**config.mk**
```make
export PLATFORM = sky130hd
export DESIGN_NAME = fprc_top
export DESIGN_NICKNAME = d
export VERILOG_FILES = /design/src/common/fprc_pkg.sv /design/src/common/fprc_store_if.sv /design/src/design/fprc_top.sv /design/src/design/fprc_seq_store.sv
export SDC_FILE = /design/constraint.sdc
export NUM_CORES = 2
export LEC_CHECK = 0
export BUFFER_PORTS_ARGS = -buffer_cell sky130_fd_sc_hd__buf_2
export CELL_PAD_IN_SITES_DETAIL_PLACEMENT = 2
export CELL_PAD_IN_SITES_GLOBAL_PLACEMENT = 2
export CORE_MARGIN = 8
export CORE_UTILIZATION = 45
export CTS_CLUSTER_SIZE = 28
export DETAILED_ROUTE_END_ITERATION = 10
export PLACE_DENSITY = 0.77
export SYNTH_ARGS = -nofsm -noshare
export SYNTH_HDL_FRONTEND = slang
export SYNTH_HIERARCHICAL = 1
export SYNTH_SLANG_ARGS = --single-unit
```
**constraint.sdc**
```tcl
create_clock -name ref_clk -period 2.3 [get_ports ref_clk]
set_input_delay 0.46 -clock ref_clk [delete_from_list [all_inputs] [get_ports ref_clk]]
set_output_delay 0.46 -clock ref_clk [all_outputs]
set_load 0.01 [all_outputs]
```
**src/common/fprc_pkg.sv**
```systemverilog
// Constants shared by the front panel run control and its sequence store.
// Assumes a single 25 MHz clock; all times are turned into clock-cycle or panel-tick counts here.
package fprc_pkg;

  localparam int CLK_PERIOD_NS  = 40;
  // Panel clock period; longest time, so the count rounds down
  localparam int PANEL_TICK_NS  = 20000;
  localparam int PANEL_TICK_CYC = PANEL_TICK_NS / CLK_PERIOD_NS;
  // Slow-run step period, counted in panel ticks by the 24-bit divider
  localparam int SLOW_TICK_MS   = 786;
  localparam int SLOW_TICK_DIV  = SLOW_TICK_MS * 1000000 / PANEL_TICK_NS;
  localparam int DIV_W          = 24;

  // Bit positions in the synchronised switch vector
  localparam int SW_STOP   = 0;
  localparam int SW_RUN    = 1;
  localparam int SW_STEP   = 2;
  localparam int SW_SLOW   = 3;
  localparam int SW_RESET  = 4;
  localparam int SW_PROT   = 5;
  localparam int SW_UNPROT = 6;
  localparam int SW_OP0    = 7;
  localparam int SW_N      = 15;

  // Upper sequence address per operation: examine, examine next, deposit,
  // deposit next, accumulator display, load, input, output
  localparam logic [3:0] OP_CODE [8] = '{4'h7, 4'hb, 4'hd, 4'he,
                                         4'h3, 4'h9, 4'hc, 4'ha};

  localparam logic [7:0] HALT_WORD  = 8'h7f;
  localparam logic [7:0] CTL_RST    = 8'h00;
  localparam int         CTL_S8_BIT = 0;
  localparam int         CTL_S7_BIT = 1;
  localparam int         SEQ_AW     = 8;
  localparam int         SEQ_DW     = 8;

  typedef enum logic [1:0] {
    SEQ_IDLE,
    SEQ_READ,
    SEQ_WORD,
    SEQ_CYCLE
  } fprc_seq_state_t;

endpackage

```
**src/common/fprc_store_if.sv**
```systemverilog
// Link between the run control and its sequence store.
// Read data arrive one clock after the address; writes take one clock.
`timescale 1ns/1ps
`default_nettype none
interface fprc_store_if #(
  parameter int AW = 8,
  parameter int DW = 8
) ();
  logic [AW-1:0] rd_addr;
  logic [DW-1:0] rd_data;
  logic          wr_en;
  logic [AW-1:0] wr_addr;
  logic [DW-1:0] wr_data;

  modport ctrl  (output rd_addr, wr_en, wr_addr, wr_data, input rd_data);
  modport store (input rd_addr, wr_en, wr_addr, wr_data, output rd_data);
endinterface
`default_nettype wire

```
**src/design/fprc_top.sv**
```systemverilog
// Front panel run control: stop, step, slow run, reset, protect and the
// sequence-program start. Switches and bus status are asynchronous pins.
// Function
// [RULE1] Stop flop is clocked only on status bit five, sync and strobe
// [RULE2] While stopped, the other panel switches are enabled
// [RULE3] Stop flop stays set after the stop switch is released
// [RULE4] While stopped, run and panel ready are both low
// [RULE5] Step request sets the step flop, which raises panel ready
// [RULE6] Next instruction start clears the step flop
// [RULE7] Without the jumpers, sync and strobe alone clear the step flop
// [RULE8] In slow mode the slow tick sets the step flop
// [RULE9] Slow mode keeps stepping on each tick until deselected
// [RULE10] Reset request is taken any time and driven to bus reset
// [RULE11] Protect and unprotect each drive their own bus line
// [RULE12] Protected memory rejects writes until unprotected
// [RULE13] Each of eight operations sets its own upper sequence address
// [RULE14] Starting an operation clears the low step counter to zero
// [RULE15] Stop switch passes two panel-clock latch stages
// [RULE16] Even word loads control latch; odd word is offered to processor
// [RULE17] Halt word stops the step counter
// [RULE18] Switches are panel-clock synchronised; momentary ones act on edges
`timescale 1ns/1ps
`default_nettype none
module fprc_top #(
  parameter int PANEL_TICK_CYC = fprc_pkg::PANEL_TICK_CYC,
  parameter int SLOW_TICK_DIV  = fprc_pkg::SLOW_TICK_DIV
) (
  input  wire logic       ref_clk,              // 25 MHz clock
  input  wire logic       reset,                // sync reset, active high
  input  wire logic       stop_sw,              // stop switch, high = pressed
  input  wire logic       run_sw,               // run switch
  input  wire logic       step_sw,              // single step switch
  input  wire logic       slow_sw,              // slow mode selected
  input  wire logic       reset_sw,             // reset switch
  input  wire logic       protect_sw,           // protect switch
  input  wire logic       unprotect_sw,         // unprotect switch
  input  wire logic [7:0] op_sw,                // eight sequence operations
  input  wire logic       status_bit_five,      // processor status bit five
  input  wire logic       cycle_sync,           // machine cycle sync
  input  wire logic       status_strobe,        // status strobe, high true
  input  wire logic       status_gate_jumper_a, // jumper a fitted
  input  wire logic       status_gate_jumper_b, // jumper b fitted
  input  wire logic       seq_load_en,          // sequence store write
  input  wire logic [7:0] seq_load_addr,        // store write address
  input  wire logic [7:0] seq_load_data,        // store write data
  output logic            run,                  // processor running
  output logic            panel_ready,          // ready to processor
  output logic            switch_enable,        // panel switches enabled
  output logic            step_active,          // step flop state
  output logic            bus_reset,            // reset to bus
  output logic            protect_line,         // protect to memory
  output logic            unprotect_line,       // unprotect to memory
  output logic [3:0]      seq_addr_high,        // upper sequence address
  output logic [3:0]      seq_addr_low,         // step counter
  output logic            seq_busy,             // program running
  output logic [7:0]      ctrl_latch,           // control latch
  output logic [7:0]      jam_data,             // word offered to processor
  output logic            jam_valid,            // jam_data is offered
  output logic            panel_tick,           // panel clock pulse
  output logic            slow_tick             // slow step pulse
);

  localparam int PW = $clog2(PANEL_TICK_CYC) + 1;
  localparam int DW = fprc_pkg::DIV_W;
  localparam int N  = fprc_pkg::SW_N;

  function automatic logic [3:0] op_code(input logic [7:0] sel);
    logic [3:0] c;
    c = 4'h0;
    for (int i = 7; i >= 0; i--)
      if (sel[i]) c = fprc_pkg::OP_CODE[i];
    return c;
  endfunction

  // Pin synchronisers and panel clock stages
  logic [N-1:0]  sw_m_q, sw_s_q, pnl1_q, pnl2_q, pnl3_q;
  logic [4:0]    st_m_q, st_s_q;
  logic [PW-1:0] presc_q;
  logic [DW-1:0] div_q;
  logic          tick_q, tick_dly_q, slow_q;
  logic [2:0]    coin_q;

  wire [N-1:0] sw_raw = {op_sw, unprotect_sw, protect_sw, reset_sw,
                         slow_sw, step_sw, run_sw, stop_sw};
  wire [4:0] st_raw = {status_gate_jumper_b, status_gate_jumper_a,
                       status_strobe, cycle_sync, status_bit_five};

  always_ff @(posedge ref_clk) begin
    if (reset) begin
      sw_m_q <= '0;
      sw_s_q <= '0;
      st_m_q <= '0;
      st_s_q <= '0;
    end else begin
      sw_m_q <= sw_raw;
      sw_s_q <= sw_m_q;
      st_m_q <= st_raw;
      st_s_q <= st_m_q;
    end
  end

  wire presc_end = presc_q == PW'(PANEL_TICK_CYC - 1);
  wire div_end   = div_q == DW'(SLOW_TICK_DIV - 1);

  // Free-running panel clock and the divider that yields the slow tick
  always_ff @(posedge ref_clk) begin
    if (reset) begin
      presc_q    <= '0;
      div_q      <= '0;
      tick_q     <= 1'b0;
      tick_dly_q <= 1'b0;
      slow_q     <= 1'b0;
    end else begin
      presc_q    <= presc_end ? '0 : presc_q + 1'b1;
      tick_q     <= presc_end;
      tick_dly_q <= tick_q;
      if (tick_q) div_q <= div_end ? '0 : div_q + 1'b1;
      slow_q     <= tick_q && div_end; // RULE8
    end
  end

  // Two panel-clock stages, then a third to find the press edge
  always_ff @(posedge ref_clk) begin
    if (reset) begin
      pnl1_q <= '0;
      pnl2_q <= '0;
      pnl3_q <= '0;
    end else if (tick_q) begin
      pnl1_q <= sw_s_q;                    // RULE18
      pnl2_q <= pnl1_q;                    // RULE15
      pnl3_q <= pnl2_q;
    end
  end

  // One-cycle request per press, seen just after the panel tick
  wire [N-1:0] sw_edge = pnl2_q & ~pnl3_q & {N{tick_dly_q}}; // RULE18

  // Bus status coincidence; the jumpers gate status bit five for stepping
  wire jumper_in = st_s_q[3] & st_s_q[4];
  wire coin_all  = st_s_q[1] & st_s_q[2];
  wire coin_m1   = coin_all & st_s_q[0];
  wire coin_step = coin_all & (jumper_in ? st_s_q[0] : 1'b1);  // RULE7
  wire cyc_edge  = coin_all & ~coin_q[0];
  wire m1_edge   = coin_m1 & ~coin_q[1];
  wire step_edge = coin_step & ~coin_q[2];

  always_ff @(posedge ref_clk) begin
    if (reset) coin_q <= '0;
    else coin_q <= {coin_step, coin_m1, coin_all};
  end

  // Stop and step flops
  logic stop_q, step_q;
  wire  stop_req = pnl2_q[fprc_pkg::SW_STOP];
  wire  stop_set = stop_req & m1_edge;                         // RULE1
  wire  slow_lvl = pnl2_q[fprc_pkg::SW_SLOW];                  // RULE9
  wire  step_set = stop_q & (sw_edge[fprc_pkg::SW_STEP] |
                             (slow_lvl & slow_q));             // RULE2
  wire  stop_d   = stop_set | (stop_q & ~sw_edge[fprc_pkg::SW_RUN]); // RULE3
  wire  step_d   = step_set | (step_q & ~step_edge);           // RULE6

  always_ff @(posedge ref_clk) begin
    if (reset) begin
      stop_q <= 1'b0;
      step_q <= 1'b0;
    end else begin
      stop_q <= stop_d;
      step_q <= step_d;                                        // RULE5
    end
  end

  // Sequence program selector
  fprc_store_if #(.AW(fprc_pkg::SEQ_AW), .DW(fprc_pkg::SEQ_DW)) st ();

  fprc_seq_store #(.AW(fprc_pkg::SEQ_AW), .DW(fprc_pkg::SEQ_DW)) u_store (
    .ref_clk (ref_clk),
    .reset   (reset),
    .st      (st.store)
  );

  fprc_pkg::fprc_seq_state_t state_q, state_d;
  logic [3:0] hi_q, hi_d, lo_q, lo_d;
  logic [7:0] ctrl_q, ctrl_d, jam_q, jam_d;
  logic       jv_q, jv_d;

  wire [7:0] op_edge   = sw_edge[fprc_pkg::SW_OP0 +: 8];
  wire       seq_start = stop_q & (state_q == fprc_pkg::SEQ_IDLE)
                         & (|op_edge);
  wire [7:0] word      = st.rd_data;
  wire       seq_rdy   = ctrl_q[fprc_pkg::CTL_S8_BIT]
                         & (state_q == fprc_pkg::SEQ_CYCLE);

  assign st.rd_addr = {hi_q, lo_q};
  assign st.wr_en   = seq_load_en;
  assign st.wr_addr = seq_load_addr;
  assign st.wr_data = seq_load_data;

  always_comb begin
    state_d = state_q;
    hi_d    = hi_q;
    lo_d    = lo_q;
    ctrl_d  = ctrl_q;
    jam_d   = jam_q;
    jv_d    = jv_q;
    unique case (state_q)
      fprc_pkg::SEQ_IDLE: begin
        if (seq_start) begin
          hi_d    = op_code(op_edge);                          // RULE13
          lo_d    = 4'h0;                                      // RULE14
          state_d = fprc_pkg::SEQ_READ;
        end
      end
      fprc_pkg::SEQ_READ: state_d = fprc_pkg::SEQ_WORD;
      fprc_pkg::SEQ_WORD: begin
        if (word == fprc_pkg::HALT_WORD) begin
          state_d = fprc_pkg::SEQ_IDLE;                        // RULE17
        end else if (!lo_q[0]) begin
          ctrl_d  = word;                                      // RULE16
          lo_d    = lo_q + 4'h1;
          state_d = fprc_pkg::SEQ_READ;
        end else begin
          jam_d   = word;                                      // RULE16
          jv_d    = 1'b1;
          state_d = fprc_pkg::SEQ_CYCLE;
        end
      end
      fprc_pkg::SEQ_CYCLE: begin
        // The processor's next cycle sync marks the end of this cycle
        if (cyc_edge) begin
          jv_d    = 1'b0;
          lo_d    = lo_q + 4'h1;
          state_d = fprc_pkg::SEQ_READ;
        end
      end
    endcase
  end

  always_ff @(posedge ref_clk) begin
    if (reset) begin
      state_q <= fprc_pkg::SEQ_IDLE;
      hi_q    <= 4'h0;
      lo_q    <= 4'h0;
      ctrl_q  <= fprc_pkg::CTL_RST;
      jam_q   <= 8'h00;
      jv_q    <= 1'b0;
    end else begin
      state_q <= state_d;
      hi_q    <= hi_d;
      lo_q    <= lo_d;
      ctrl_q  <= ctrl_d;
      jam_q   <= jam_d;
      jv_q    <= jv_d;
    end
  end

  // Registered outputs
  logic run_q, rdy_q, bres_q, prot_q, unprot_q, busy_q;
  wire  prot_lvl   = pnl2_q[fprc_pkg::SW_PROT];
  wire  unprot_lvl = pnl2_q[fprc_pkg::SW_UNPROT];

  always_ff @(posedge ref_clk) begin
    if (reset) begin
      run_q    <= 1'b0;
      rdy_q    <= 1'b0;
      bres_q   <= 1'b0;
      prot_q   <= 1'b0;
      unprot_q <= 1'b0;
      busy_q   <= 1'b0;
    end else begin
      run_q    <= ~stop_d;                                     // RULE4
      rdy_q    <= ~stop_d | step_d | seq_rdy;                  // RULE4
      bres_q   <= pnl2_q[fprc_pkg::SW_RESET];                  // RULE10
      prot_q   <= stop_q & prot_lvl & ~unprot_lvl;             // RULE11
      unprot_q <= stop_q & unprot_lvl & ~prot_lvl;             // RULE11
      busy_q   <= state_d != fprc_pkg::SEQ_IDLE;
    end
  end

  assign run            = run_q;
  assign panel_ready    = rdy_q;
  assign switch_enable  = stop_q;                              // RULE2
  assign step_active    = step_q;
  assign bus_reset      = bres_q;
  assign protect_line   = prot_q;
  assign unprotect_line = unprot_q;
  assign seq_addr_high  = hi_q;
  assign seq_addr_low   = lo_q;
  assign seq_busy       = busy_q;
  assign ctrl_latch     = ctrl_q;
  assign jam_data       = jam_q;
  assign jam_valid      = jv_q;
  assign panel_tick     = tick_q;
  assign slow_tick      = slow_q;
endmodule // fprc_top
`default_nettype wire

```
**src/design/fprc_seq_store.sv**
```systemverilog
// Sequence store: small RAM holding the panel's stored programs.
// Assumes the owner loads it before use; contents are undefined until then.
`timescale 1ns/1ps
`default_nettype none
module fprc_seq_store #(
  parameter int AW = 8,
  parameter int DW = 8
) (
  input  wire logic    ref_clk,  // 25 MHz clock
  input  wire logic    reset,    // synchronous, active high
  fprc_store_if.store  st        // read and load port
);

  logic [DW-1:0] mem_q [2**AW];
  logic [DW-1:0] rd_q;

  always_ff @(posedge ref_clk) begin
    if (st.wr_en) begin
      mem_q[st.wr_addr] <= st.wr_data;
    end
  end

  // Registered read keeps the store a plain synchronous RAM
  always_ff @(posedge ref_clk) begin
    if (reset) begin
      rd_q <= '0;
    end else begin
      rd_q <= mem_q[st.rd_addr];
    end
  end

  assign st.rd_data = rd_q;

endmodule // fprc_seq_store
`default_nettype wire

```
### Yosys cells after proc, flatten, opt, wreduce, memory -nomap -nowiden

Memories as Yosys holds them, arrays and structs flattened. A register that Yosys moved wholly into a read port is not among the register bits.
Cells that the tools add are included.

* bits in writable memories: 2048
* bits of input ports: 39
* register bits after elaboration: 160
* memories kept: 1
* output and inout bits: 35
* word-level logic and storage cells: 119

Memories
* u_store.mem_q: depth 256, bits a word 8, rd ports 1, clocked after memory_dff 1, wr ports 1, RTL line fprc_seq_store.sv:14 `logic [DW-1:0] mem_q [2**AW];`

* multiplexer cells: 26
* bitwise gates (word level): 37
* reduce and logical (&&, ||, !) cells: 13
* equality and inequality tests: 11
* add/subtract/negate cells: 3

Operators by type and width (count)
* $mux W4: 12
* $and A15 B15 Y15: 2
* $add A24 B1 Y24 const B: 1
* $eq A24 B16 Y1 const B: 1
* $mux W24: 1
* $and A1 B1 Y1: 19
* $not A15 Y15: 1
* $pmux W4 S3: 1
* $add A10 B1 Y10 const B: 1
* $eq A10 B9 Y1 const B: 1
* $ne A2 B2 Y1 const B: 5
* $not A1 Y1: 10
* $eq A8 B7 Y1 const B: 1
* $mux W2: 4
* $pmux W2 S4: 1
* $reduce_and A4 Y1: 2
* $reduce_or A8 Y1: 1
* $mux W1: 6
* $reduce_and A3 Y1: 2
* $or A1 B1 Y1: 5
* $reduce_and A5 Y1: 1
* $add A4 B1 Y4 const B: 1
* $eq A2 B2 Y1 const B: 2
* $reduce_bool A2 Y1: 2
* 7 further kinds: 7

### Logic depth before layout (Yosys ltp)

* depth in word-level cells: 11
* depth in mapped cells: 12
* mapped depth without buffers: 7

### By module

Netlist, hierarchy kept.

Modules (own cells, without submodules)
* fprc_seq_store: cells an instance 4027, area an instance 80597.3 sq um, sequential area each 61659.1 sq um, times used 1
* fprc_top: cells an instance 577, area an instance 5704.2 sq um, sequential area each 3103.0 sq um, times used 1

### Worst setup path after synthesis

Ideal clock, no wire load.

* kind: register -> register
* from: reg lo_q[0], in the netlist seq_addr_low[0]
* to: reg u_store.rd_q[0], in the netlist u_store/st.rd_data[0], read port of u_store.mem_q
* path slack: 3 ps
* library setup time: 127 ps
* data arrival time: 2170 ps
* period minus slack after synthesis: 2297 ps
* cell stages (with the launch flop): 11
* buffers on the path: 4
* data required time: 2173 ps
* path through: dfxtp_1 buf_6 buf_12 buf_8 buf_4 mux2i_1 o22ai_1 or2_2 a21boi_0 o2111ai_1 o22ai_1

RTL lines
* from (decl): RTL line fprc_top.sv:182 `logic [3:0] hi_q, hi_d, lo_q, lo_d;`
* from (signal assigned): RTL line fprc_top.sv:249 `lo_q <= lo_d;`
* to (decl): RTL line fprc_seq_store.sv:15 `logic [DW-1:0] rd_q;`

==> summary.md <==
| Metric | Value |
|---|---|
| Min-Delay Path Class | `in2reg` |
| Port bufs | `73` |
| Arrival @ worst endpoint | `4.54 ns` |
| Largest net degree at the start of global routing | `between 100 and 150` |
| Total chip power | `approximately 86 mW` |
| Comb pwr share | `0.020` |
| Finish-stage setup viols | `21` |
| Initial antenna violation count | `29` |
| Area leader, netlist | `edfxtp_1` |
| Switching Share | `0.2467` |
| Post-DRT Antenna Nets | `0` |
| Num CTS Buffers | `225` |
| Post-synth EDFFs | `roughly 2,000` |
| Final-report max-slew violation count | `9` |
| Reg2reg path depth | `11` |
| Setup crit start | `seq_addr_low[0]` |
| Post-synthesis compound-gate area fraction | `0.03884` |
| Crit path capture | `u_store/st.rd_data[5]` |
| Remaining Overflow, GRT | `0` |
| CTS Sinks | `2,211` |
| XOR/XNOR share of the synthesized area | `0.002740` |
| Fmax | `270.3 MHz` |
| Full die area | `206,100 um2` |
| CTS tree | `yes` |
| Drt wl/cell | `between 50 and 60 um` |
| H-tree Lvls | `4` |
| Drt first-iter violations | `between 10,000 and 15,000` |
| Pint | `65.00 mW` |
| Unique masters post-synth | `90` |
| Final Hold Viols | `0` |
| Die width | `between 400 and 500 um` |
| YS warnings | `6` |
| Reg2Reg Setup Slack | `-1.40 ns` |
| Met2 routed WL | `198,800 um` |
| Asr flop ratio synth | `0` |
| CP top delay family | `compound AO/OA/AOI/OAI gates` |
| Slew @ Worst Pin | `1.748 ns` |
| CP Cell Sequence | `buf_12, buf_16, buf_6, mux2i_1, o22ai_1, a2111o_1, o31ai_4, a2111oi_4, buf_4, o311ai_4, o22ai_2` |
| Clock Power Share | `0.469` |
| Reg2Reg Launch Point | `seq_addr_low[0]` |
| Pleak | `~34 nW` |
| Synth Area in Simple Gates | `0.04589` |
| Post-route setup slack | `-1.399 ns` |
| Row cnt | `160` |
| Nets | `about 5,600` |
| First-pass GRT wire length | `558,500 um` |
| Final hold slack | `0.03829 ns` |
| Worst skew pair latency | `between 0.9 and 1 ns` |
| Fin crit period | `3.699 ns` |
| Final period util | `1.608` |
| Seq pwr share | `0.510` |
| Max-Cap Viols | `1` |
| Slowest CP cell | `a2111o_1` |
| Status | `finished with violations` |
| Mux contribution to synthesized area | `0.1387` |
| Yosys top cell area share | `0.7126` |
| Register area share after synthesis | `0.7504` |
| CP Depth | `11` |
| Yosys reg bits | `2,211` |
| Die height | `453.9 um` |
| Slew margin rel. | `-0.1700` |
| Highest Signal Layer | `met5` |
| Vias in the first global route | `60,060` |
| Placed insts | `between 7,000 and 8,000` |
| Post-Syn Nets | `4,647` |
| Final Skew | `slightly below 0.06 ns` |
| Cells after Synth | `approximately 4,600` |
| WP data required | `between 3 and 4 ns` |
| Mapped cell area | `approximately 86,000 um2` |
| Layout Cells excl Fill | `8,305` |
| Failing checks | `max-capacitance violations, max-slew violations, negative setup slack` |
| Critical Setup Path Class | `reg2reg` |
| Pwr/cell area | `814.7 nW/um2` |
| Largest family of logic cells by synthesized area | `multiplexers` |
| Final WL | `approximately 440,000 um` |
| CP Max Fanout | `8` |
| Fraction of layout instances using a drive strength above 1 | `0.3279` |
| Placer congestion estimate | `0.8626` |
| Core Box Area | `190,400 um2` |
| Final HPWL DP | `223,600 um` |
| Worst-case vdd ir drop | `around 0.86 mV` |
| RSZ-0062 raised after global routing | `true` |
| DRT Pass-1 Iters | `6` |
| RR Endpoint | `u_store/st.rd_data[5]` |
| Startpoint class of the critical path | `flop` |
| Synth area leaders | `edfxtp_1, mux4_2, mux2i_1, dfxtp_1, nor2_1` |
| Ports | `74` |
| Crit end category | `flop` |
| CTS max path bufs | `3` |
| Crit path largest cell delay | `between 0.6 and 0.7 ns` |
| Clk pin slew, worst setup/hold paths | `0.09 ns` |
| Synth Flop Type | `edfxtp_1` |
| Adder-cell area share of the yosys netlist | `0.0005799` |
| # DRC | `0` |
| Initial Util | `0.4533` |
| DR WL met3 | `58,040 um` |
| Total GRT Usage | `0.3950` |
| Root Driver | `clkbuf_16` |
| M1 WL | `between 100,000 and 150,000 um` |
| P&R area growth vs syn | `22.74%` |
| Net Sw Power | `21.29 mW` |
| Syn avg cell area | `18.74 um2` |
| Vias | `61,790` |
| Via-per-instance ratio | `7.440` |
| Worst Path Buf+Inv | `4` |
state kept, by name, indices dropped and copies added (netlist names), 3 cells and up:
signal              cells
u_store/mem_q        2048
div_q                  24
pnl1_q                 15
pnl2_q                 15
sw_m_q                 15
sw_s_q                 15
pnl3_q                 10
presc_q                10
ctrl_latch              8
jam_data                8
u_store/st.rd_data      8
st_m_q                  5
st_s_q                  5
seq_addr_high           4
seq_addr_low            4
coin_q                  3
Yosys cell counts, types with 18 or more instances:
library cell	n
buf_12	18
mux2i_1	370
o22ai_1	106
nor2b_1	60
nand2_1	192
mux4_1	31
nor3_1	44
buf_6	32
nor4_1	21
clkbuf_1	112
edfxtp_1	2048
mux4_2	330
buf_2	46
nand4_1	30
a211oi_1	43
o21ai_0	34
buf_1	21
nor2_1	398
dfxtp_1	163
nand3_1	57
buf_8	22
a22oi_1	41
a21oi_1	86
o221ai_1	75
how the worst min path moves through the flow:
stage	from	cells past startpoint	slack (ns)	end
after detailed placement	st_m_q[3]	1	0.43	st_s_q[3]
after CTS	seq_load_data[6]	1	0.02	u_store/mem_q[73][6]
after global routing	seq_load_data[6]	1	0.04	u_store/mem_q[72][6]
final	seq_load_data[6]	1	0.04	u_store/mem_q[72][6]
after global placement	st_m_q[4]	1	0.42	st_s_q[4]
after floorplan	pnl2_q[6]	1	0.41	protect_line
area by class of cell:
| type | count | area, um2 |
|---|---|---|
| well taps | 2511 | 3142 |
| multi-input cells | 2110 | 20860 |
| flip-flops and latches | 2211 | 64780 |
| clock buffers | 305 | 6227 |
| inverters | 14 | 55.05 |
| clock inverters | 120 | 1015 |
| repair buffers | 1007 | 9769 |
| diodes | 27 | 67.56 |
| fillers | 15930 | 84460 |
cell usage in the layout, fill, tap and decap left out, types with 12 or more instances in the layout:
master         instances
edfxtp_1            2048
buf_4                722
nor2_1               388
mux2i_1              351
mux4_2               339
clkbuf_16            237
nand2_1              172
dfxtp_1              154
buf_12               111
o22ai_1               85
a21oi_1               72
buf_2                 62
nor2b_1               58
clkbuf_1              56
clkinv_1              53
o221ai_1              52
nand3_1               50
clkinv_2              37
buf_6                 34
nor3_1                31
nand4_1               30
a22oi_1               30
a211oi_1              29
diode_2               27
o221ai_2              26
dlygate4sd3_1         23
o21ai_0               22
mux4_1                22
o22ai_2               21
clkbuf_8              19
nand2_2               19
buf_16                18
buf_8                 18
xnor2_1               17
bufinv_16             15
mux2i_2               15
a21oi_2               12
a211oi_2              12
cell families (layout without fill, tap and decap cells):
kind of cell             count (synthesis)  in the layout
multiplexers                           733            733
buffers and inverters                  283           1446
XOR/XNOR                                27             27
flip-flops                            2211           2211
AND/OR/NAND/NOR                        872            872
other                                    0             27
AO/OA/AOI/OAI                          474            474
adder cells (fa/ha/maj)                  4              4
routing by layer:
metal  track usage  vias to the layer above
li1              -                    20600
met1        0.4772                    31520
met2        0.6214                     7336
met3        0.1029                     2321
met4        0.2747                       24
met5      0.005206                        -
per-stage QoR:
| step | util | worst slack, ns | setup TNS, ns | cell area, um2 |
|---|---|---|---|---|
| after floorplan | - | 0.003144 | 0 | 86300 |
| after global placement | 0.4999 | -0.8754 | -31.29 | 95180 |
| after detailed placement | 0.4999 | -1.050 | -180.95 | 95180 |
| after CTS | 0.5483 | -0.6597 | -5.233 | 104400 |
| after global routing | 0.5560 | -1.154 | -7.455 | 105900 |
| final | 0.5564 | -1.399 | -9.398 | 105900 |
power by group through the flow:
stage          logic [mW]  clock network (mW)  registers (mW)
6_report             1.75                40.5            44.0
5_1_grt              1.68                41.2            44.0
4_1_cts              1.57                38.4            44.0
3_5_place_dp         1.48                   0            44.9
3_3_place_gp         1.29                   0            44.9
2_1_floorplan       0.214                   0            44.9
worst reg2reg max path, delay by kind of cell (launching register included):
family / cells / cell delay, ns
AOI/OAI and AO/OA: 6 / 2.15
muxes: 1 / 0.12
buffers and inverters: 4 / 0.85
DFF: 1 / 0.51
what timing repair did:
item,4_1_cts,5_1_grt
hold endpoints to repair,74,0
hold buffers,23,0
pin swaps,27,53
buffers inserted,64,50
cloned,11,4
setup endpoints to repair,15,31
gates resized for setup,184,211
No activity file was read; power rests on OpenSTA's default activity.
